===== src/design/offset_regs_pkg.sv =====
package offset_regs_pkg;

  localparam int unsigned ADDR_W = 16;
  localparam int unsigned DATA_W = 32;
  localparam int unsigned OFFS_W = 22;

  // Register byte addresses
  localparam logic [15:0] FB_START_ADDR  = 16'h8310;
  localparam logic [15:0] CB_START_ADDR  = 16'h8314;
  localparam logic [15:0] CUR_START_ADDR = 16'h8318;
  localparam logic [15:0] GAP_WORD_ADDR  = 16'h831C;
  localparam logic [15:0] VID_START_ADDR = 16'h8320;

  // Field layout
  localparam int unsigned FB_LINE_LSB  = 4;
  localparam int unsigned PIX_W        = 4;
  localparam int unsigned LINE_W       = 18;
  localparam int unsigned CB_ALIGN_W   = 4;
  localparam int unsigned CUR_ALIGN_W  = 2;
  localparam int unsigned VID_ALIGN_W  = 4;

  // Aperture limit: 4 MB
  localparam logic [22:0] APERTURE_BYTES = 23'h400000;

  // Values after reset
  localparam logic [21:0] OFFS_RESET = 22'h000000;
  localparam logic [31:0] GAP_WORD_VALUE = 32'h00000000;

endpackage : offset_regs_pkg


===== src/design/aperture_addr.sv =====
`timescale 1ns/1ps
`default_nettype none

// Joins a 22-bit offset to the graphics base; offset stays inside the 4 MB aperture.
module aperture_addr (
  // Base and offset
  input  wire logic [31:0] graphics_base_address_i,
  input  wire logic [21:0] offset_i,
  // Physical byte address
  output logic      [31:0] addr_o
);

  // Base is 4 MB aligned, so the offset can never leave the aperture
  assign addr_o = {graphics_base_address_i[31:22], offset_i};

endmodule : aperture_addr

`default_nettype wire


===== src/design/display_buffer_offset_registers.sv =====
`timescale 1ns/1ps
`default_nettype none

// Behaviour
// - The frame buffer start field bits 21:0 is a byte offset from the graphics base.
// - Every buffer address is confined to a 4 MB aperture at the graphics base.
// - A nonzero frame start write defers its bits 21:4 to the next frame scan start.
// - The frame start pixel offset bits 3:0 take effect at once on the write.
// - Compressed buffer start is a 16-byte aligned byte offset; low four bits held zero.
// - Cursor start is a byte offset kept four-byte aligned by zero low two bits.
// - The cursor pattern is fetched as one linear block from its start, no stride.
// - Video buffer start is a 16-byte aligned byte offset; low four bits held zero.
module display_buffer_offset_registers (
  // Clock and reset
  input  wire logic        core_clk_i,
  input  wire logic        rst_i,
  // Register port
  input  wire logic [15:0] addr_i,
  input  wire logic [31:0] wdata_i,
  input  wire logic        wr_i,
  input  wire logic        rd_i,
  output logic      [31:0] rdata_o,
  // Display engine side
  input  wire logic [31:0] graphics_base_address_i,
  input  wire logic        frame_start_i,
  output logic      [31:0] frame_buffer_addr_o,
  output logic      [3:0]  pixel_offset_o,
  output logic             frame_update_pending_o,
  output logic      [31:0] compressed_buffer_addr_o,
  output logic      [31:0] cursor_pattern_addr_o,
  output logic      [31:0] video_buffer_addr_o
);

  typedef struct packed {
    logic [21:0] fb;
    logic [21:0] cb;
    logic [21:0] cur;
    logic [21:0] vid;
    logic [31:0] rdata;
  } regs_s;

  regs_s r_q;
  regs_s r_d;

  logic        fb_wr;
  logic [17:0] fb_line;
  logic [3:0]  fb_pix;
  logic [21:0] fb_live;

  function automatic logic [31:0] zext(input logic [21:0] v);
    zext = {10'h000, v};
  endfunction : zext

  assign fb_wr = wr_i && (addr_i == offset_regs_pkg::FB_START_ADDR);

  always_comb begin
    r_d = r_q;
    // Write decode; upper bits dropped on capture
    if (wr_i) begin
      if (addr_i == offset_regs_pkg::FB_START_ADDR) begin
        r_d.fb = wdata_i[21:0];
      end else if (addr_i == offset_regs_pkg::CB_START_ADDR) begin
        r_d.cb = {wdata_i[21:4], 4'h0};
      end else if (addr_i == offset_regs_pkg::CUR_START_ADDR) begin
        r_d.cur = {wdata_i[21:2], 2'h0};
      end else if (addr_i == offset_regs_pkg::VID_START_ADDR) begin
        r_d.vid = {wdata_i[21:4], 4'h0};
      end
    end
    // Read data valid only the cycle after the strobe
    r_d.rdata = 32'h00000000;
    if (rd_i) begin
      if (addr_i == offset_regs_pkg::FB_START_ADDR) begin
        r_d.rdata = zext(r_q.fb);
      end else if (addr_i == offset_regs_pkg::CB_START_ADDR) begin
        r_d.rdata = zext(r_q.cb);
      end else if (addr_i == offset_regs_pkg::CUR_START_ADDR) begin
        r_d.rdata = zext(r_q.cur);
      end else if (addr_i == offset_regs_pkg::GAP_WORD_ADDR) begin
        r_d.rdata = offset_regs_pkg::GAP_WORD_VALUE;
      end else if (addr_i == offset_regs_pkg::VID_START_ADDR) begin
        r_d.rdata = zext(r_q.vid);
      end
    end
  end

  always_ff @(posedge core_clk_i) begin
    if (rst_i) begin
      r_q <= '0;
    end else begin
      r_q <= r_d;
    end
  end

  assign rdata_o = r_q.rdata;

  frame_start_stage u_fb_stage (
    .core_clk_i     (core_clk_i),
    .rst_i          (rst_i),
    .wr_i           (fb_wr),
    .wdata_i        (wdata_i[21:0]),
    .frame_start_i  (frame_start_i),
    .line_addr_o    (fb_line),
    .pixel_offset_o (fb_pix),
    .pending_o      (frame_update_pending_o)
  );

  assign fb_live        = {fb_line, fb_pix};
  assign pixel_offset_o = fb_pix;

  // All addresses stay in the aperture
  aperture_addr u_fb_addr (
    .graphics_base_address_i (graphics_base_address_i),
    .offset_i                (fb_live),
    .addr_o                  (frame_buffer_addr_o)
  );

  aperture_addr u_cb_addr (
    .graphics_base_address_i (graphics_base_address_i),
    .offset_i                (r_q.cb),
    .addr_o                  (compressed_buffer_addr_o)
  );

  // Linear cursor block: start only, no line stride
  aperture_addr u_cur_addr (
    .graphics_base_address_i (graphics_base_address_i),
    .offset_i                (r_q.cur),
    .addr_o                  (cursor_pattern_addr_o)
  );

  aperture_addr u_vid_addr (
    .graphics_base_address_i (graphics_base_address_i),
    .offset_i                (r_q.vid),
    .addr_o                  (video_buffer_addr_o)
  );

endmodule : display_buffer_offset_registers

`default_nettype wire


===== src/design/frame_start_stage.sv =====
`timescale 1ns/1ps
`default_nettype none

// Holds the line-address part of a nonzero write back until the next frame scan begins; a zero write applies at once.
module frame_start_stage (
  // Clock and reset
  input  wire logic        core_clk_i,
  input  wire logic        rst_i,
  // Write side
  input  wire logic        wr_i,
  input  wire logic [21:0] wdata_i,
  input  wire logic        frame_start_i,
  // Live values
  output logic      [17:0] line_addr_o,
  output logic      [3:0]  pixel_offset_o,
  output logic             pending_o
);

  typedef struct packed {
    logic [17:0] line_pend;
    logic        pend;
    logic [17:0] line_live;
    logic [3:0]  pix_live;
  } stage_s;

  stage_s st_q;
  stage_s st_d;

  always_comb begin
    st_d = st_q;
    if (frame_start_i && st_q.pend) begin
      st_d.line_live = st_q.line_pend;
      st_d.pend      = 1'b0;
    end
    if (wr_i) begin
      st_d.pix_live = wdata_i[3:0];
      if (wdata_i != 22'h000000) begin
        st_d.line_pend = wdata_i[21:4];
        st_d.pend      = 1'b1;
      end else begin
        // Zero write takes the whole offset at once
        st_d.line_live = 18'h00000;
        st_d.pend      = 1'b0;
      end
    end
  end

  always_ff @(posedge core_clk_i) begin
    if (rst_i) begin
      st_q <= '0;
    end else begin
      st_q <= st_d;
    end
  end

  assign line_addr_o    = st_q.line_live;
  assign pixel_offset_o = st_q.pix_live;
  assign pending_o      = st_q.pend;

endmodule : frame_start_stage

`default_nettype wire


===== config.mk =====
export PLATFORM = sky130hd
export DESIGN_NAME = display_buffer_offset_registers
export DESIGN_NICKNAME = d
export VERILOG_FILES = /design/src/design/offset_regs_pkg.sv /design/src/design/aperture_addr.sv /design/src/design/display_buffer_offset_registers.sv /design/src/design/frame_start_stage.sv
export SDC_FILE = /design/constraint.sdc
export NUM_CORES = 1
export LEC_CHECK = 0
export BUFFER_PORTS_ARGS = -buffer_cell sky130_fd_sc_hd__buf_2
export CORE_UTILIZATION = 55
export DETAILED_ROUTE_END_ITERATION = 12
export PLACE_DENSITY = 0.86
export SYNTH_ARGS = -nofsm -noshare
export SYNTH_HDL_FRONTEND = slang
export SYNTH_HIERARCHICAL = 1
export SYNTH_SLANG_ARGS = --single-unit

===== constraint.sdc =====
create_clock -name core_clk_i -period 6.15 [get_ports core_clk_i]
set_input_delay 0 -clock core_clk_i [delete_from_list [all_inputs] [get_ports core_clk_i]]
set_output_delay 0 -clock core_clk_i [all_outputs]
set_load 0.01 [all_outputs]

==> results.yml <==
status:
  status: "finished clean"
route:
  drt-total-wl_mm: 19.4
  drt_pass1_iterations: 7
  wl_per_cell_um: 18.6
  detail-route-antenna-nets: 0
  via_count: 6314
  drt-initial-drc-count: 707
  viasPerCell: 6.05
  remaining_drc_errors: 0
global_route:
  grt_first_pass_wirelength_mm: 30.5
  grt_max_degree: 76
  grt_overflow_total: 0
  grt_pass1_vias: 5790
  antenna_found_initial: 0
  grt_usage: 0.278
synth:
  syn_inst: 890
  ys_ff_latch: 141
  yosys_most_used_dff: "dfxtp_1"
  synth-warning-count: 6
  synth-edff-count: 0
  synthDistinctLibCells: 43
  yosys.area.top_type: "dfxtp_1"
  async_flop_share: 0
  yosysTopAreaCellShare: 0.381
  synth_area_leaders: "dfxtp_1, buf_4, a21oi_1"
  mappedNetlistArea_um2: 7410
  syn_area_per_cell_um2: 8.32
  ys_seq_area_frac: 0.381
power_and_ir_drop:
  ir_worst_vdd_uv: 196
  switching_share: 0.223
  pwr_density_cell_nw_per_um2: 270
  comb_power_share: 0.049
  power_switching_mw: 0.462
  internal-power_mw: 1.61
  clkPwrFrac: 0.510
  p_leak_nw: 3.09
  p_seq_frac: 0.440
sta:
  hold_viol_final: 0
  min_period_ps: 2450
  tightest_slew_ps: 1410
  finalSetupViolCount: 0
  relSlewSlack: 0.0555
  rsz0062_at_grt: "false"
  fin_tns_setup_ps: 0
  timing.clock.skew_ps: 6.13
  slew_violations: 0
  period_share: 0.399
  max_freq_mhz: 408
floorplan:
  core_area_um2: 13200
  ios: 250
  die_w_um: 118
  start_util: 0.562
  die_area_um2: 13900
  rows: 42
  fp.dieH_um: 118
worst_setup_path:
  required_ps: 6430
  cpLargestDelayFamily: "simple AND/OR/NAND/NOR gates"
  crit_chain: "buf_2 -> nor4b_1 -> nand4_1 -> nor2_2 -> buf_4 -> a31o_2 -> nor3_1"
  r2r_cells: 3
  start_kind: "input pin"
  max_stage_delay_ps: 690
  critical_path_buf_inv_count: 2
  path_max_fanout: 23
  reg2reg_to: "u_fb_stage/line_addr_o[14]"
  crit_type: "in -> reg"
  worstReg2RegStart: "u_fb_stage/pending_o"
  r2r_setup_slack_ps: 4390
  crit_arrival_ps: 2740
  slowest_stage: "nor2_2"
  crit_path_end_kind: "flop"
layout:
  drive_gt1_frac: 0.249
  multi_input_area_um2: 2950
  antenna_cells: 0
  fillers: 1193
  layout-area-overhead-vs-synth_pct: 3.95
  seq_area_um2: 2820
  finalNetCount: 940
  layout.cells.non_filler: 1044
hold_path:
  holdPathEnd: "compressed_buffer_addr_o[25]"
  min_from: "graphics_base_address_i[25]"
  hold_path_class: "in -> out"
  holdPathStages: 0
place:
  place.detailed.hpwl_mm: 12.2
  dp_cells: 989
  place_congestion: 0.852
  portBuffers: 147
cts:
  clk_latency_ps: 420
  clockRootBuffer: "clkbuf_16"
  cts-resized-gates: 0
  h-tree-depth: 4
  clockBufferDepth: 2
  numClockSinks: 141
  cts_buffers: 17
  cts_tree: "built"
  cts.clk_slew.worst_paths_ps: 60
run:
  drv_cap: 0
## layout by cell type, fill, tap and decap left out, drive strengths merged
| master | Yosys | routed |
|---|---|---|
| o21ai | 97 | 97 |
| a31o | 1 | 1 |
| and2 | 2 | 2 |
| clkinvlp | 0 | 3 |
| nand2b | 9 | 9 |
| a21oi | 117 | 117 |
| nand3 | 79 | 79 |
| a32oi | 2 | 2 |
| nor3 | 28 | 28 |
| nand2 | 7 | 7 |
| a222oi | 14 | 14 |
| and4 | 3 | 3 |
| nor2b | 1 | 1 |
| mux2i | 4 | 4 |
| clkinv | 0 | 3 |
| bufinv | 0 | 3 |
| clkbuf | 47 | 22 |
| nand4 | 4 | 4 |
| or4b | 4 | 4 |
| or3b | 1 | 1 |
| o311ai | 10 | 10 |
| or4 | 11 | 11 |
| nor4 | 10 | 10 |
| inv | 11 | 12 |
| nand3b | 10 | 10 |
| dfxtp | 141 | 141 |
| buf | 207 | 158 |
| a21o | 18 | 18 |
| a22oi | 4 | 4 |
| conb | 1 | 20 |
| nor2 | 40 | 40 |
| nor4bb | 1 | 1 |
| nor4b | 5 | 5 |
| dlygate4sd3 | 0 | 23 |
| nand4bb | 1 | 1 |
## final cells by class
type | instances | share of cell area
clock buffer | 22 | 0.0616
clock inverter | 10 | 0.0177
inverter | 11 | 0.00536
multi-input combinational | 503 | 0.384
sequential | 141 | 0.367
tap | 176 | 0.0286
timing repair buffer | 181 | 0.136
## synthesized netlist by cell type (4+ instances only)
| library cell | n |
|---|---|
| buf_4 | 185 |
| dfxtp_1 | 141 |
| a21oi_1 | 117 |
| nand3_1 | 79 |
| o21ai_0 | 56 |
| clkbuf_1 | 47 |
| o21ai_1 | 41 |
| nor2_1 | 40 |
| a21o_1 | 18 |
| nor3_1 | 17 |
| buf_2 | 15 |
| a222oi_1 | 14 |
| or4_1 | 11 |
| inv_1 | 10 |
| nand3b_1 | 10 |
| nor3_2 | 10 |
| nand2b_1 | 9 |
| o311ai_1 | 9 |
| nand2_1 | 7 |
| buf_6 | 5 |
| a22oi_1 | 4 |
| mux2i_1 | 4 |
| nand4_1 | 4 |
| nor4_1 | 4 |
| nor4_2 | 4 |
## timing repair
item / CTS / global route
hold buffers: 23 / 0
endpoints found under the hold margin: 100 / 0
setup buffers: 0 / 0
## worst max-delay path by stage
| stage | startpoint | to | slack, ps | cells after the start |
|---|---|---|---|---|
| final | addr_i[14] | u_fb_stage/line_addr_o[1] | 3700 | 7 |
| after floorplan | addr_i[7] | u_fb_stage/pixel_offset_o[2] | 4080 | 8 |
| after global routing | addr_i[14] | u_fb_stage/line_addr_o[1] | 3540 | 7 |
| after CTS | addr_i[14] | u_fb_stage/line_addr_o[1] | 3770 | 7 |
| after detailed placement | addr_i[14] | u_fb_stage/line_addr_o[0] | 3320 | 7 |
| after global placement | addr_i[14] | u_fb_stage/line_addr_o[3] | 3420 | 7 |
## power groups by stage
stage	clock (mW)	sequential (mW)	combinational [mW]
floorplan	0	0.933	0.0812
global placement	0	0.933	0.0859
detailed placement	0	0.933	0.0873
CTS	1.07	0.913	0.0988
global route	1.11	0.913	0.108
finish	1.06	0.913	0.103
## flip-flops by register name, indices dropped and copies added (netlist names)
register / cells
u_fb_stage/pixel_offset_o: 4
u_fb_stage/st_q: 18
rdata_o: 22
u_fb_stage/line_addr_o: 18
u_fb_stage/pending_o: 1
r_q: 78
## through the flow
| step | util | hold slack, ps | instance area [um2] | worst slack [ps] | power [mW] |
|---|---|---|---|---|---|
| 4_1_cts | 0.584 | 0.164 | 7700 | 3770 | 2.08 |
| 5_1_grt | 0.584 | 0.0388 | 7700 | 3540 | 2.13 |
| 3_3_place_gp | 0.520 | 0.164 | 6860 | 3420 | 1.02 |
| 2_1_floorplan | - | 91.8 | 7480 | 4080 | 1.01 |
| 6_report | 0.584 | 0.00822 | 7700 | 3700 | 2.08 |
| 3_5_place_dp | 0.520 | 0.164 | 6860 | 3320 | 1.02 |
## layer usage
metal | vias up | routed length [um] | GRT usage
met3 | 59 | 1970 | 0.0848
met5 | - | 0 | 0
met2 | 392 | 8940 | 0.427
li1 | 2893 | - | -
met1 | 2970 | 7800 | 0.352
met4 | 0 | 665 | 0.139
## kinds of logic after synthesis
family,synth area share
simple gates,0.176
compound gates,0.201
mux,0.00541
other cells,0.000506
flops,0.381
buf+inv,0.236
Power figures use the tool's default switching activity.
